--- config.mk ---
export PLATFORM = sky130hd
export DESIGN_NAME = imbs_top
export DESIGN_NICKNAME = d
export VERILOG_FILES = /design/src/rtl/imbs_pkg.sv /design/src/rtl/imbs_sync.sv /design/src/rtl/imbs_timer.sv /design/src/rtl/imbs_top.sv
export SDC_FILE = /design/constraint.sdc
export NUM_CORES = 1
export LEC_CHECK = 0
export ABC_CLOCK_PERIOD_IN_PS = 3100
export BUFFER_PORTS_ARGS = -buffer_cell sky130_fd_sc_hd__buf_2
export CORE_MARGIN = 3
export CORE_UTILIZATION = 35
export DETAILED_ROUTE_END_ITERATION = 7
export GPL_TIMING_DRIVEN = 0
export PLACE_DENSITY = 0.51
export SLEW_MARGIN = 25
export SYNTH_ARGS = -nofsm -noshare
export SYNTH_HDL_FRONTEND = slang
export SYNTH_HIERARCHICAL = 1
export SYNTH_SLANG_ARGS = --single-unit
export TNS_END_PERCENT = 20
--- constraint.sdc ---
create_clock -name clk_sys -period 3.1 [get_ports clk_sys]
set_input_delay 0.465 -clock clk_sys [delete_from_list [all_inputs] [get_ports clk_sys]]
set_output_delay 0.465 -clock clk_sys [all_outputs]
set_load 0.1 [all_outputs]
--- src/rtl/imbs_pkg.sv ---
// constants, field layouts and state types of the i2c master byte sequencer
// Overview of operation
// - interrupt on every bus event except START
// - pending flag set, auto-cleared when sources clear
// - SCL held low while any source set and master role held
// - bus-state register describes current bus condition
// - master/slave, transmitter/receiver modes, winner decides
// - unit enable bit gates the sequencer, but SCL stays low for a pending master
// - SCL phase lasts four times value plus three
// - hold register delays SDA after SCL fall
// - SDA changes hold value plus two clocks
// - start request sends START then address byte
// - slave acknowledge sampled in ninth high period
// - address-done interrupt, SCL held low afterwards
// - arbitration lost in address sets lost bit
// - slave handover needs ack enable, address match
// - arbitration checked during data, loss goes idle
// - transfer-end interrupt after each data byte, SCL low
// - stop request generates STOP regardless of ack
// - start request from wait sends repeated START
// - receiver acks next byte when enabled
// - received-ack flag records far side acknowledge
// - STOP raises stop flag, 0xFF write idles
package imbs_pkg;

  localparam int          REG_W        = 12;      // width of timing registers
  localparam int          TMR_W        = REG_W + 2; // width of phase counters
  localparam int          CLK_PERIOD_NS = 40;     // clk_sys period

  // register offsets
  localparam logic [4:0]  OFS_CTRL     = 5'h00;   // control_reg
  localparam logic [4:0]  OFS_STAT     = 5'h04;   // bus_state_reg
  localparam logic [4:0]  OFS_DATA     = 5'h08;   // shift_data_reg
  localparam logic [4:0]  OFS_HOLD     = 5'h0C;   // sda_hold_reg
  localparam logic [4:0]  OFS_SCLL     = 5'h10;   // scl_low_period_reg
  localparam logic [4:0]  OFS_SCLH     = 5'h14;   // scl_high_period_reg
  localparam logic [4:0]  OFS_OWN      = 5'h18;   // own_address_regs

  // control_reg bit positions
  localparam int          CT_START     = 0;       // start_request_bit
  localparam int          CT_STOP      = 1;       // stop_request_bit
  localparam int          CT_ACKEN     = 2;       // ack_enable_bit
  localparam int          CT_PEND      = 3;       // irq_pending_flag, read only
  localparam int          CT_IRQEN     = 4;       // interrupt enable
  localparam int          CT_EN        = 7;       // unit_enable_bit
  localparam logic [7:0]  CT_WMASK     = 8'h97;   // writable control bits

  // bus_state_reg bit positions
  localparam int          ST_RXACK     = 0;       // received_ack_flag
  localparam int          ST_ADDR      = 1;       // address_done_irq source
  localparam int          ST_XFER      = 2;       // transfer_end_irq source
  localparam int          ST_STOP      = 3;       // stop source
  localparam int          ST_LOST      = 4;       // arbitration_lost_bit source
  localparam int          ST_RX        = 5;       // receiver direction
  localparam int          ST_MASTER    = 6;       // master role held
  localparam int          ST_SLAVE     = 7;       // handed over to slave
  localparam logic [7:0]  ST_SRC_MASK  = 8'h1E;   // interrupt source bits
  localparam logic [7:0]  ST_CLR_ALL   = 8'hFF;   // clear-all write value

  // reset values
  localparam logic [REG_W-1:0] HOLD_RST = 12'h001;
  localparam logic [REG_W-1:0] SCL_RST  = 12'h03F;

  // phase timing: 4 * value + 3, sda hold: value + 2
  localparam logic [1:0]  PHASE_LSB    = 2'h2;    // low bits of 4*v+3-1
  localparam logic [TMR_W-1:0] HOLD_ADD = 14'h0001; // hold + 2 - 1
  localparam logic [3:0]  ACK_BIT      = 4'h8;    // index of ninth bit

  // sequencer states
  typedef enum logic [3:0] {
    S_IDLE, S_START, S_LOW, S_HIGH, S_WAIT,
    S_RSTART, S_STOP_LOW, S_STOP_HIGH, S_LOST
  } imbs_fsm_t;

  // sampled bus lines
  typedef struct packed {
    logic scl;
    logic sda;
  } imbs_pins_t;

  // open-drain pad drive
  typedef struct packed {
    logic sclOut;
    logic sclOeN;
    logic sdaOut;
    logic sdaOeN;
  } imbs_pad_t;

  // complete state of the sequencer
  typedef struct packed {
    imbs_fsm_t        fsm;
    logic [7:0]       ctrl;
    logic [7:0]       stat;
    logic [7:0]       shift;
    logic [REG_W-1:0] hold;
    logic [REG_W-1:0] sclL;
    logic [REG_W-1:0] sclH;
    logic [6:0]       own;
    logic [3:0]       bitCnt;
    logic             addrPhase;
    logic             hiRun;
    logic             sdaSet;
    logic             sclPrev;
    imbs_pad_t        pad;
    logic             irq;
    logic [31:0]      rdata;
  } imbs_state_t;

endpackage

--- src/rtl/imbs_sync.sv ---
// two-flop synchroniser for the sampled bus lines
`timescale 1ns/10ps
module imbs_sync #(
  parameter int W = 2
) (
  input  wire logic         clk_sys,
  input  wire logic         resetn,
  input  wire logic         ce,
  input  wire logic [W-1:0] din,
  output logic      [W-1:0] dout
);

  // both stages in one state word
  typedef struct packed {
    logic [W-1:0] meta;
    logic [W-1:0] stable;
  } imbs_sync_t;

  imbs_sync_t cur_reg;   // registered stages
  imbs_sync_t cur_next;  // next stages

  if (W < 1) begin : g_chk
    $error("imbs_sync width must be positive");
  end

  // first stage is read only by the second
  always_comb begin
    cur_next        = cur_reg;
    cur_next.meta   = din;
    cur_next.stable = cur_reg.meta;
  end

  // idle bus level is high
  always_ff @(posedge clk_sys or negedge resetn) begin
    if (!resetn) begin
      cur_reg <= '1;
    end else if (ce) begin
      cur_reg <= cur_next;
    end
  end

  assign dout = cur_reg.stable;

endmodule

--- src/rtl/imbs_timer.sv ---
// loadable down counter for phase and hold timing
`timescale 1ns/10ps
module imbs_timer #(
  parameter int W = 14
) (
  input  wire logic         clk_sys,
  input  wire logic         resetn,
  input  wire logic         ce,
  input  wire logic         load,
  input  wire logic [W-1:0] loadVal,
  output logic              done
);

  // counter state
  typedef struct packed {
    logic [W-1:0] cnt;
  } imbs_tmr_t;

  imbs_tmr_t cur_reg;   // registered count
  imbs_tmr_t cur_next;  // next count

  if (W < 2) begin : g_chk
    $error("imbs_timer width too small");
  end

  // load wins, otherwise count down to zero and stay
  always_comb begin
    cur_next = cur_reg;
    if (load) begin
      cur_next.cnt = loadVal;
    end else if (cur_reg.cnt != '0) begin
      cur_next.cnt = cur_reg.cnt - 1'b1;
    end
  end

  // count register
  always_ff @(posedge clk_sys or negedge resetn) begin
    if (!resetn) begin
      cur_reg <= '0;
    end else if (ce) begin
      cur_reg <= cur_next;
    end
  end

  assign done = (cur_reg.cnt == '0);

endmodule

--- src/rtl/imbs_top.sv ---
// i2c master byte sequencer with register port and open-drain pads
//
// The plain strobed port and the register offsets are this design's own decisions.
`timescale 1ns/10ps
module imbs_top (
  input  wire logic                 clk_sys,
  input  wire logic                 resetn,
  input  wire logic                 ce,
  input  wire logic [4:0]           regAddr,
  input  wire logic [31:0]          regWdata,
  input  wire logic                 regWr,
  input  wire logic                 regRd,
  output logic      [31:0]          regRdata,
  input  wire imbs_pkg::imbs_pins_t pinsIn,
  output imbs_pkg::imbs_pad_t       padOut,
  output logic                      irq
);

  imbs_pkg::imbs_state_t      cur_reg;   // registered state
  imbs_pkg::imbs_state_t      cur_next;  // next state
  imbs_pkg::imbs_pins_t       pinsS;     // synchronised bus lines
  logic                       phDone;    // phase timer expired
  logic                       hdDone;    // hold timer expired
  logic                       loadPh;    // restart phase timer
  logic                       loadHd;    // restart hold timer
  logic [imbs_pkg::TMR_W-1:0] valPh;     // phase timer value
  logic [imbs_pkg::TMR_W-1:0] valHd;     // hold timer value

  // bus lines come from another domain
  imbs_sync #(
    .W       (2)
  ) u_sync (
    .clk_sys (clk_sys),
    .resetn  (resetn),
    .ce      (ce),
    .din     (pinsIn),
    .dout    (pinsS)
  );

  // scl low and high phase timer
  imbs_timer #(
    .W       (imbs_pkg::TMR_W)
  ) u_phase (
    .clk_sys (clk_sys),
    .resetn  (resetn),
    .ce      (ce),
    .load    (loadPh),
    .loadVal (valPh),
    .done    (phDone)
  );

  // sda hold delay after scl fall
  imbs_timer #(
    .W       (imbs_pkg::TMR_W)
  ) u_hold (
    .clk_sys (clk_sys),
    .resetn  (resetn),
    .ce      (ce),
    .load    (loadHd),
    .loadVal (valHd),
    .done    (hdDone)
  );

  // sequencer, register file and pad control
  always_comb begin
    logic       rxByte;   // data byte read from slave
    logic       txBit;    // level this end puts on sda
    logic [7:0] sampled;  // shift with the new bus bit
    cur_next = cur_reg;
    loadPh   = 1'b0;
    loadHd   = 1'b0;
    valPh    = {cur_reg.sclL, imbs_pkg::PHASE_LSB};
    valHd    = {2'h0, cur_reg.hold} + imbs_pkg::HOLD_ADD;
    rxByte   = !cur_reg.addrPhase && cur_reg.stat[imbs_pkg::ST_RX];
    sampled  = {cur_reg.shift[6:0], pinsS.sda};
    // data bits msb first, ninth bit is the acknowledge
    if (cur_reg.bitCnt < imbs_pkg::ACK_BIT) begin
      txBit = rxByte ? 1'b1 : cur_reg.shift[7];
    end else begin
      txBit = rxByte ? !cur_reg.ctrl[imbs_pkg::CT_ACKEN] : 1'b1;
    end
    cur_next.sclPrev = pinsS.scl;

    // software writes, hardware sets below win
    if (regWr) begin
      unique case (regAddr)
        imbs_pkg::OFS_CTRL: begin
          cur_next.ctrl = (regWdata[7:0] & imbs_pkg::CT_WMASK)
                        | (cur_reg.ctrl & ~imbs_pkg::CT_WMASK);
        end
        imbs_pkg::OFS_STAT: begin
          if (regWdata[7:0] == imbs_pkg::ST_CLR_ALL) begin
            // clear all and return to idle
            cur_next.stat          = '0;
            cur_next.fsm           = imbs_pkg::S_IDLE;
            cur_next.pad.sclOeN    = 1'b1;
            cur_next.pad.sdaOeN    = 1'b1;
          end else begin
            // zero written clears a source bit
            cur_next.stat = cur_reg.stat & (regWdata[7:0] | ~imbs_pkg::ST_SRC_MASK);
          end
        end
        imbs_pkg::OFS_DATA: begin
          cur_next.shift = regWdata[7:0];
        end
        imbs_pkg::OFS_HOLD: begin
          cur_next.hold = regWdata[imbs_pkg::REG_W-1:0];
        end
        imbs_pkg::OFS_SCLL: begin
          cur_next.sclL = regWdata[imbs_pkg::REG_W-1:0];
        end
        imbs_pkg::OFS_SCLH: begin
          cur_next.sclH = regWdata[imbs_pkg::REG_W-1:0];
        end
        imbs_pkg::OFS_OWN: begin
          cur_next.own = regWdata[6:0];
        end
        default: begin
          // unmapped writes are dropped
        end
      endcase
    end

    // bus sequencer
    unique case (cur_reg.fsm)
      imbs_pkg::S_IDLE: begin
        cur_next.pad.sclOeN = 1'b1;
        cur_next.pad.sdaOeN = 1'b1;
        // start only on a free bus, no interrupt for START
        if (cur_reg.ctrl[imbs_pkg::CT_START] && pinsS.scl && pinsS.sda) begin
          cur_next.fsm                    = imbs_pkg::S_START;
          cur_next.pad.sdaOeN             = 1'b0;
          cur_next.stat[imbs_pkg::ST_MASTER] = 1'b1;
          cur_next.stat[imbs_pkg::ST_SLAVE]  = 1'b0;
          loadPh = 1'b1;
          valPh  = {cur_reg.sclH, imbs_pkg::PHASE_LSB};
        end
      end
      imbs_pkg::S_START: begin
        // sda low while scl high, then first low phase
        if (phDone) begin
          cur_next.fsm                    = imbs_pkg::S_LOW;
          cur_next.ctrl[imbs_pkg::CT_START] = 1'b0;
          cur_next.pad.sclOeN             = 1'b0;
          cur_next.bitCnt                 = '0;
          cur_next.addrPhase              = 1'b1;
          cur_next.sdaSet                 = 1'b0;
          loadPh = 1'b1;
          loadHd = 1'b1;
        end
      end
      imbs_pkg::S_LOW: begin
        // sda moves once the hold delay has run out
        if (hdDone && !cur_reg.sdaSet) begin
          cur_next.pad.sdaOeN = txBit;
          cur_next.sdaSet     = 1'b1;
        end
        // low phase of 4*low+3 clocks
        if (phDone && cur_reg.sdaSet) begin
          cur_next.fsm        = imbs_pkg::S_HIGH;
          cur_next.pad.sclOeN = 1'b1;
          cur_next.hiRun      = 1'b0;
        end
      end
      imbs_pkg::S_HIGH: begin
        if (!cur_reg.hiRun) begin
          // wait for a stretching slave, then time the high phase
          if (pinsS.scl) begin
            cur_next.hiRun = 1'b1;
            loadPh = 1'b1;
            valPh  = {cur_reg.sclH, imbs_pkg::PHASE_LSB};
            if (cur_reg.bitCnt < imbs_pkg::ACK_BIT) begin
              cur_next.shift = sampled;
              // released high but bus low: another master won
              if (txBit && !pinsS.sda && !rxByte) begin
                cur_next.stat[imbs_pkg::ST_LOST]   = 1'b1;
                cur_next.stat[imbs_pkg::ST_MASTER] = 1'b0;
                cur_next.pad.sdaOeN = 1'b1;
                cur_next.bitCnt     = cur_reg.bitCnt + 4'h1;
                cur_next.fsm = cur_reg.addrPhase ? imbs_pkg::S_LOST : imbs_pkg::S_IDLE;
              end
            end else begin
              cur_next.stat[imbs_pkg::ST_RXACK] = !pinsS.sda;
            end
          end
        end else if (phDone) begin
          cur_next.pad.sclOeN = 1'b0;
          cur_next.sdaSet     = 1'b0;
          if (cur_reg.bitCnt == imbs_pkg::ACK_BIT) begin
            // byte complete, hold scl low for software
            cur_next.fsm = imbs_pkg::S_WAIT;
            if (cur_reg.addrPhase) begin
              cur_next.stat[imbs_pkg::ST_ADDR] = 1'b1;
              cur_next.stat[imbs_pkg::ST_RX]   = cur_reg.shift[0];
              cur_next.addrPhase = 1'b0;
            end else begin
              cur_next.stat[imbs_pkg::ST_XFER] = 1'b1;
            end
          end else begin
            cur_next.fsm    = imbs_pkg::S_LOW;
            cur_next.bitCnt = cur_reg.bitCnt + 4'h1;
            loadPh = 1'b1;
            loadHd = 1'b1;
          end
        end
      end
      imbs_pkg::S_WAIT: begin
        // scl stays low until every source is cleared
        cur_next.pad.sclOeN = 1'b0;
        if ((cur_reg.stat & imbs_pkg::ST_SRC_MASK) == '0) begin
          loadPh = 1'b1;
          cur_next.hiRun  = 1'b0; // re-arm for a repeated start
          loadHd = 1'b1;
          cur_next.sdaSet = 1'b0;
          if (cur_reg.ctrl[imbs_pkg::CT_STOP]) begin
            cur_next.fsm = imbs_pkg::S_STOP_LOW;
          end else if (cur_reg.ctrl[imbs_pkg::CT_START]) begin
            cur_next.fsm = imbs_pkg::S_RSTART;
          end else begin
            cur_next.fsm    = imbs_pkg::S_LOW;
            cur_next.bitCnt = '0;
          end
        end
      end
      imbs_pkg::S_RSTART: begin
        // release sda in the low phase, raise scl, then START
        if (!cur_reg.sdaSet) begin
          if (hdDone) begin
            cur_next.pad.sdaOeN = 1'b1;
            cur_next.sdaSet     = 1'b1;
          end
        end else if (!cur_reg.hiRun) begin
          if (phDone) begin
            cur_next.pad.sclOeN = 1'b1;
            cur_next.hiRun      = 1'b1;
          end
        end else if (pinsS.scl) begin
          cur_next.fsm        = imbs_pkg::S_START;
          cur_next.pad.sdaOeN = 1'b0;
          cur_next.hiRun      = 1'b0;
          loadPh = 1'b1;
          valPh  = {cur_reg.sclH, imbs_pkg::PHASE_LSB};
        end
      end
      imbs_pkg::S_STOP_LOW: begin
        // pull sda low under low scl, then raise scl
        if (hdDone && !cur_reg.sdaSet) begin
          cur_next.pad.sdaOeN = 1'b0;
          cur_next.sdaSet     = 1'b1;
        end
        if (phDone && cur_reg.sdaSet) begin
          cur_next.fsm        = imbs_pkg::S_STOP_HIGH;
          cur_next.pad.sclOeN = 1'b1;
          cur_next.hiRun      = 1'b0;
        end
      end
      imbs_pkg::S_STOP_HIGH: begin
        if (!cur_reg.hiRun) begin
          if (pinsS.scl) begin
            cur_next.hiRun = 1'b1;
            loadPh = 1'b1;
            valPh  = {cur_reg.sclH, imbs_pkg::PHASE_LSB};
          end
        end else if (phDone) begin
          // sda rises while scl high
          cur_next.pad.sdaOeN               = 1'b1;
          cur_next.stat[imbs_pkg::ST_STOP]   = 1'b1;
          cur_next.stat[imbs_pkg::ST_MASTER] = 1'b0;
          cur_next.ctrl[imbs_pkg::CT_STOP]   = 1'b0;
          cur_next.fsm                      = imbs_pkg::S_IDLE;
        end
      end
      imbs_pkg::S_LOST: begin
        // follow the winner's address bits passively
        cur_next.pad.sclOeN = 1'b1;
        cur_next.pad.sdaOeN = 1'b1;
        if (pinsS.scl && !cur_reg.sclPrev) begin
          cur_next.shift  = sampled;
          cur_next.bitCnt = cur_reg.bitCnt + 4'h1;
          if (cur_reg.bitCnt == 4'h7) begin
            cur_next.fsm = imbs_pkg::S_IDLE;
            if (cur_reg.ctrl[imbs_pkg::CT_ACKEN] && sampled[7:1] == cur_reg.own) begin
              cur_next.stat[imbs_pkg::ST_SLAVE] = 1'b1;
              cur_next.stat[imbs_pkg::ST_RX]    = sampled[0];
            end
          end
        end
      end
      default: begin
        cur_next.fsm = imbs_pkg::S_IDLE;
      end
    endcase

    // disabled unit goes idle and releases the bus, except scl stays low for a pending master
    if (!cur_reg.ctrl[imbs_pkg::CT_EN]) begin
      cur_next.fsm        = imbs_pkg::S_IDLE;
      cur_next.pad.sclOeN = 1'b1;
      cur_next.pad.sdaOeN = 1'b1;
    end

    // pending flag follows the source bits
    cur_next.ctrl[imbs_pkg::CT_PEND] = |(cur_next.stat & imbs_pkg::ST_SRC_MASK);
    // pending master holds the clock low
    if (cur_next.ctrl[imbs_pkg::CT_PEND] && cur_next.stat[imbs_pkg::ST_MASTER]) begin
      cur_next.pad.sclOeN = 1'b0;
    end
    cur_next.irq = cur_next.ctrl[imbs_pkg::CT_PEND] && cur_next.ctrl[imbs_pkg::CT_IRQEN];

    // read data valid only in the cycle after the strobe
    cur_next.rdata = '0;
    if (regRd) begin
      unique case (regAddr)
        imbs_pkg::OFS_CTRL: cur_next.rdata = {24'h0, cur_reg.ctrl};
        imbs_pkg::OFS_STAT: cur_next.rdata = {24'h0, cur_reg.stat};
        imbs_pkg::OFS_DATA: cur_next.rdata = {24'h0, cur_reg.shift};
        imbs_pkg::OFS_HOLD: cur_next.rdata = {20'h0, cur_reg.hold};
        imbs_pkg::OFS_SCLL: cur_next.rdata = {20'h0, cur_reg.sclL};
        imbs_pkg::OFS_SCLH: cur_next.rdata = {20'h0, cur_reg.sclH};
        imbs_pkg::OFS_OWN:  cur_next.rdata = {25'h0, cur_reg.own};
        default:            cur_next.rdata = '0;
      endcase
    end
  end

  // single state register, frozen while ce is low
  always_ff @(posedge clk_sys or negedge resetn) begin
    if (!resetn) begin
      cur_reg            <= '0;
      cur_reg.fsm        <= imbs_pkg::S_IDLE;
      cur_reg.hold       <= imbs_pkg::HOLD_RST;
      cur_reg.sclL       <= imbs_pkg::SCL_RST;
      cur_reg.sclH       <= imbs_pkg::SCL_RST;
      cur_reg.sclPrev    <= 1'b1;
      cur_reg.pad.sclOeN <= 1'b1;
      cur_reg.pad.sdaOeN <= 1'b1;
    end else if (ce) begin
      cur_reg <= cur_next;
    end
  end

  // outputs straight from the state register
  assign regRdata = cur_reg.rdata;
  assign padOut   = cur_reg.pad;
  assign irq      = cur_reg.irq;

endmodule
After elaboration in Yosys (flattened, before gate mapping)
Index checks and enable logic that the tools add are counted.

operators by class
  add/sub/neg operators = 4
  magnitude comparators = 1
  equal/unequal tests = 34
  muxes and demuxes = 165
  bitwise gates (word level) = 2
  reductions and logical operators = 45

operators by type and width
  cell                     number
  $mux W14                 9
  $mux W4                  31
  $mux W1                  86
  $pmux W12 S7             1
  $mux W71                 1
  $mux W12                 4
  $mux W8                  6
  $pmux W14 S3             1
  $pmux W4 S9              1
  $logic_not A14 Y1        2
  $reduce_bool A14 Y1      2
  $sub A14 B1 Y14 const B  2
  $eq A4 B3 Y1 const B     5
  $mux W9                  2
  $ne A2 B2 Y1 const B     9
  $pmux W4 S4              1
  $pmux W8 S2              1
  $eq A5 B5 Y1 const B     3
  $reduce_and A3 Y1        5
  $add A12 B1 Y13 const B  1
  $ne A3 B3 Y1 const B     4
  $pmux W1 S6              2
  $reduce_and A12 Y1       1
  $logic_and A1 B1 Y1      11
  other kinds (34)         60

storage, ports and cells
  register bits = 146
  output and inout port bits = 37

Longest topological paths before layout
  depth after elaboration = 14
  depth in mapped cells = 15

Cells and area by module
The synthesis kept the hierarchy.

by module, submodules not included
  module      instances  cells an instance  area an instance (µm²)  seq. area each (µm²)
  imbs_top    1          572                5831.8                  2322.2
  imbs_timer  2          106                919.6                   350.3
  imbs_sync   1          8                  150.1                   105.1

Worst setup path before layout
OpenSTA, ideal clock, no wires.

  path type = flip-flop to flip-flop
  start point = register u_phase/cur_reg[0] (netlist bit)
  end point = register u_phase/cur_reg[9] (netlist bit)
  library setup time = 131 ps
  arrival time = 2898 ps
  required time = 2969 ps
  path slack = 71 ps
  cell stages (with the launch flop) = 15
  buffers on the path = 3
  period minus slack after synthesis = 3029 ps
  path through = dfrtp_1 inv_1 ha_1 nor3b_2 nand4b_2 nor3_1 clkbuf_8 o21ai_0 nand2_1 or2_2 clkbuf_1 clkbuf_1 nand2_1 o32ai_1 nor3_2

on the way
  word-level cells in the longest chain between the ends = 6

RTL lines
  what                          line              RTL
  start: declaration            imbs_timer.sv:19  imbs_tmr_t cur_reg;
  start signal: assignment      imbs_timer.sv:41  cur_reg <= cur_next;
  $logic_not A14 Y1 *           imbs_timer.sv:45  assign done = (cur_reg.cnt == '0);
  via phDone                    imbs_top.sv:22    logic phDone;
  $mux W1                       imbs_top.sv:186   end else if (phDone) begin
  $mux W1                       imbs_top.sv:166   if (!cur_reg.hiRun) begin
  $pmux W1 S6 *                 imbs_top.sv:125   unique case (cur_reg.fsm)
  via loadPh                    imbs_top.sv:24    logic loadPh;
  $reduce_bool A2 Y1 (no line)  -
  $reduce_and A2 Y1 (no line)   -

The timed path passes the listed nets; every way through them passes the cells marked *. The select of a mux whose other input is x is not followed.
A chain may end at the register's enable or synchronous reset.

Final worst setup path
  start point = register u_phase/cur_reg[7] (netlist bit)
  end point = register cur_reg[113] (netlist bit)

on the way
  word-level cells in the longest chain between the ends = 5

RTL lines
  what                                   line              RTL
  $logic_not A14 Y1 *                    imbs_timer.sv:45
  via phDone                             imbs_top.sv:22
  $mux W4, or another cell as far along  imbs_top.sv:264   end else if (phDone) begin
  $mux W4 (on tied branches)             -
  $pmux W4 S9 *                          imbs_top.sv:125
  $mux W4 *                              imbs_top.sv:295   if (!cur_reg.ctrl[imbs_pkg::CT_EN]) begin
  end signal: assignment                 imbs_top.sv:337   cur_reg <= cur_next;
  end: declaration                       imbs_top.sv:19    imbs_pkg::imbs_state_t cur_reg;

The timed path passes the listed nets; every way through them passes the cells marked *.

==> metrics.yaml <==
outcome: "finished clean"
start_util: 0.3573
io_pins: 81
clkTransAtPathRegs_ns: 0.06
synth_top_flop_cell: "dfrtp_1"
grt_overflow: 0
synthArstFlopShare: 1.000
grt_start_max_net_pins: 71
clockRootBuffer: "clkbuf_16"
grt_pass1_vias: 6290
rows: 54
path_max_fanout: 6
slew_headroom: 0.3610
final_hold_viol_count: 0
syn_to_final_growth_pct: 19.72
ys_seq_area_frac: 0.3999
netlist_area_um2: 7821
place_hpwl_um: 16990
die_h_um: 155.5
maxCapViolations: 0
required_ns: 3.40
post-route-cell-area_um2: 9364
path_class: "reg2reg"
max_freq_ghz: 0.3329
vias: 6707
netlist_instances: 792
place_area_um2: 8472
numCtsBuffers: 17
setup_viol: 0
drive_gt1_frac: 0.3105
globalplace.congestion: 0.8960
leakage_nw: 4.040
cp_data_arrival_time_ns: 3.30
largest_reg_flops: 77
die-area_um2: 24180
power.density_nw_per_um2: 593.8
antenna_cells: 0
htree_levels: 4
finClkSkew_ns: 0.007508
hp-class: "in2reg"
timing.final.crit_share: 0.9689
tightest_slew_ns: 0.9506
wl_per_cell_um: 20.18
setup_tns_ns: 0
port-buffer-count: 34
viasPerCell: 5.723
fin_ws_ns: 0.09653
pre_cts_ws_ns: -1.320
clk_path_buf_depth: 2
min_period_ns: 3.003
synth_top_area_share: 0.3327
dr.pass1.iters: 5
die_w_um: 155.5
syn_avg_cell_area_um2: 9.875
yosysWarnings: 6
drt_iter0_markers: 582
synth_top_cell_by_area: "dfrtp_1"
tritoncts: "yes"
ir_worst_vdd_v: 0.0003676
core_um2: 21890
antenna_found_initial: 0
synth.area.top_cells: "dfrtp_1 33%, mux2_2 9.5%, dfstp_2 6.7%"
ys_ff_latch: 124
antenna_left: 0
drc: 0
synth_edf_count: 0
setup.worst_path.end_class: "flip-flop"
routed_wl_um: 23650
startpoint_type: "flip-flop"
grt_pass1_wl_um: 37520
grt_usage: 0.1985
cts_sinks: 124
clkLatencyLatePin_ns: 0.42
reg2reg_slack_ns: 0.1
slew_viol_final: 0
final_nets: 928
total_power_mw: 5.560
ys_types: 92
-- synthesized netlist by cell type (4+ instances only) --
master and instances:
o41ai_1 4, a222oi_1 9, o21ai_0 28, o22ai_1 18
or2_2 4, xor2_1 11, a21o_1 8, mux2_2 66
ha_1 5, buf_4 38, nand3_1 25, dfstp_2 20
inv_1 31, mux2i_1 7, nor3_2 7, clkbuf_8 5
nand3b_1 6, nand2b_1 6, a22oi_1 29, o211ai_1 7
o21ai_1 8, buf_6 5, dfrtp_1 104, nand2_1 32
buf_2 5, nor3_1 17, nor4_1 11, or4_1 7
and3_1 6, nand4_1 6, clkbuf_1 25, nor2b_1 4
xnor2_1 6, a211oi_1 7, o2bb2ai_1 11, a21oi_1 31
a2bb2oi_1 8, nor2_1 64, a31oi_1 18
-- cell type report --
| type | instances | area, um2 |
|---|---|---|
| Clock inverter | 14 | 192.7 |
| Tap cell | 280 | 350.3 |
| Sequential cell | 124 | 3128 |
| Multi-Input combinational cell | 578 | 4238 |
| Inverter | 32 | 120.1 |
| Timing Repair Buffer | 46 | 330.3 |
| Buffer | 80 | 565.5 |
| Fill cell | 2135 | 12530 |
| Clock buffer | 18 | 439.2 |
-- per-layer routing --
layer	track usage	up-vias	part of all wire
met4	0.05586	0	0.019
met3	0.03477	35	0.057
met1	0.3016	3325	0.49
li1	-	3119	-
met2	0.2891	228	0.43
met5	0	-	0
-- final timing paths --
check | cells past startpoint | from | to
worst min register to register | 1 | regRdata[1] | regRdata[1]
max in group asynchronous | 3 | resetn | cur_reg[57]
worst max-delay path | 9 | u_phase/cur_reg[7] | cur_reg[113]
min in group asynchronous | 2 | resetn | cur_reg[112]
worst min-delay path | 2 | pinsIn[1] | u_sync/cur_next[1]
worst max register to register | 9 | u_phase/cur_reg[7] | cur_reg[113]
-- power breakdown --
group	internal (mW)	leakage [nW]	switching (mW)	total, mW
registers	1.91	1.55	0.360	2.27
clock network	1.37	0.302	0.781	2.15
logic	0.472	2.19	0.668	1.14
-- cells by family after synthesis --
| family | after synthesis | share of synthesized area |
|---|---|---|
| other cells | 2 | 0.0009602 |
| compound gates | 228 | 0.2152 |
| xor+xnor | 17 | 0.01904 |
| simple gates | 229 | 0.1677 |
| flops | 124 | 0.3999 |
| fa+ha+maj | 5 | 0.007999 |
| buf+inv | 114 | 0.08527 |
| mux | 73 | 0.1040 |
-- critical path, stage by stage (launching register included) --
cell	delay, ns
dfrtp_1	0.43
nor4_2	0.45
nand4b_4	0.20
nor3_4	0.19
buf_12	0.15
nand2_1	0.08
nor4b_1	0.15
or4_1	0.50
or4_1	0.44
a32o_1	0.30
-- per-stage QoR --
step                      hold WS (ns)  utilization  cells
after floorplan                 0.1694            -    815
after global placement          0.4657       0.3850   1129
after detailed placement        0.4221       0.3870   1130
after CTS                       0.2670       0.4227   1165
after global routing            0.2770       0.4278   1172
final                           0.2871       0.4278   1172
-- placed cells by master (no fill, tap or decap), types with 18 or more instances in the layout --
| cell | count |
|---|---|
| dfrtp_1 | 104 |
| o21ai_0 | 28 |
| o22ai_1 | 18 |
| a31oi_1 | 18 |
| a22oi_1 | 29 |
| dfstp_2 | 20 |
| a21oi_1 | 30 |
| buf_4 | 46 |
| buf_2 | 37 |
| nand3_1 | 25 |
| inv_1 | 29 |
| nand2_1 | 32 |
| conb_1 | 25 |
| mux2_2 | 66 |
| nor2_1 | 64 |
-- what timing repair did --
action	CTS	global route
resized for setup	25	8
setup endpoints to repair	48	31
endpoints found under the hold margin	41	0
buffers inserted	2	8
cloned	1	0
pin swaps	4	4
hold buffers	1	0
Note: power is estimated with default switching activity, not from simulation.
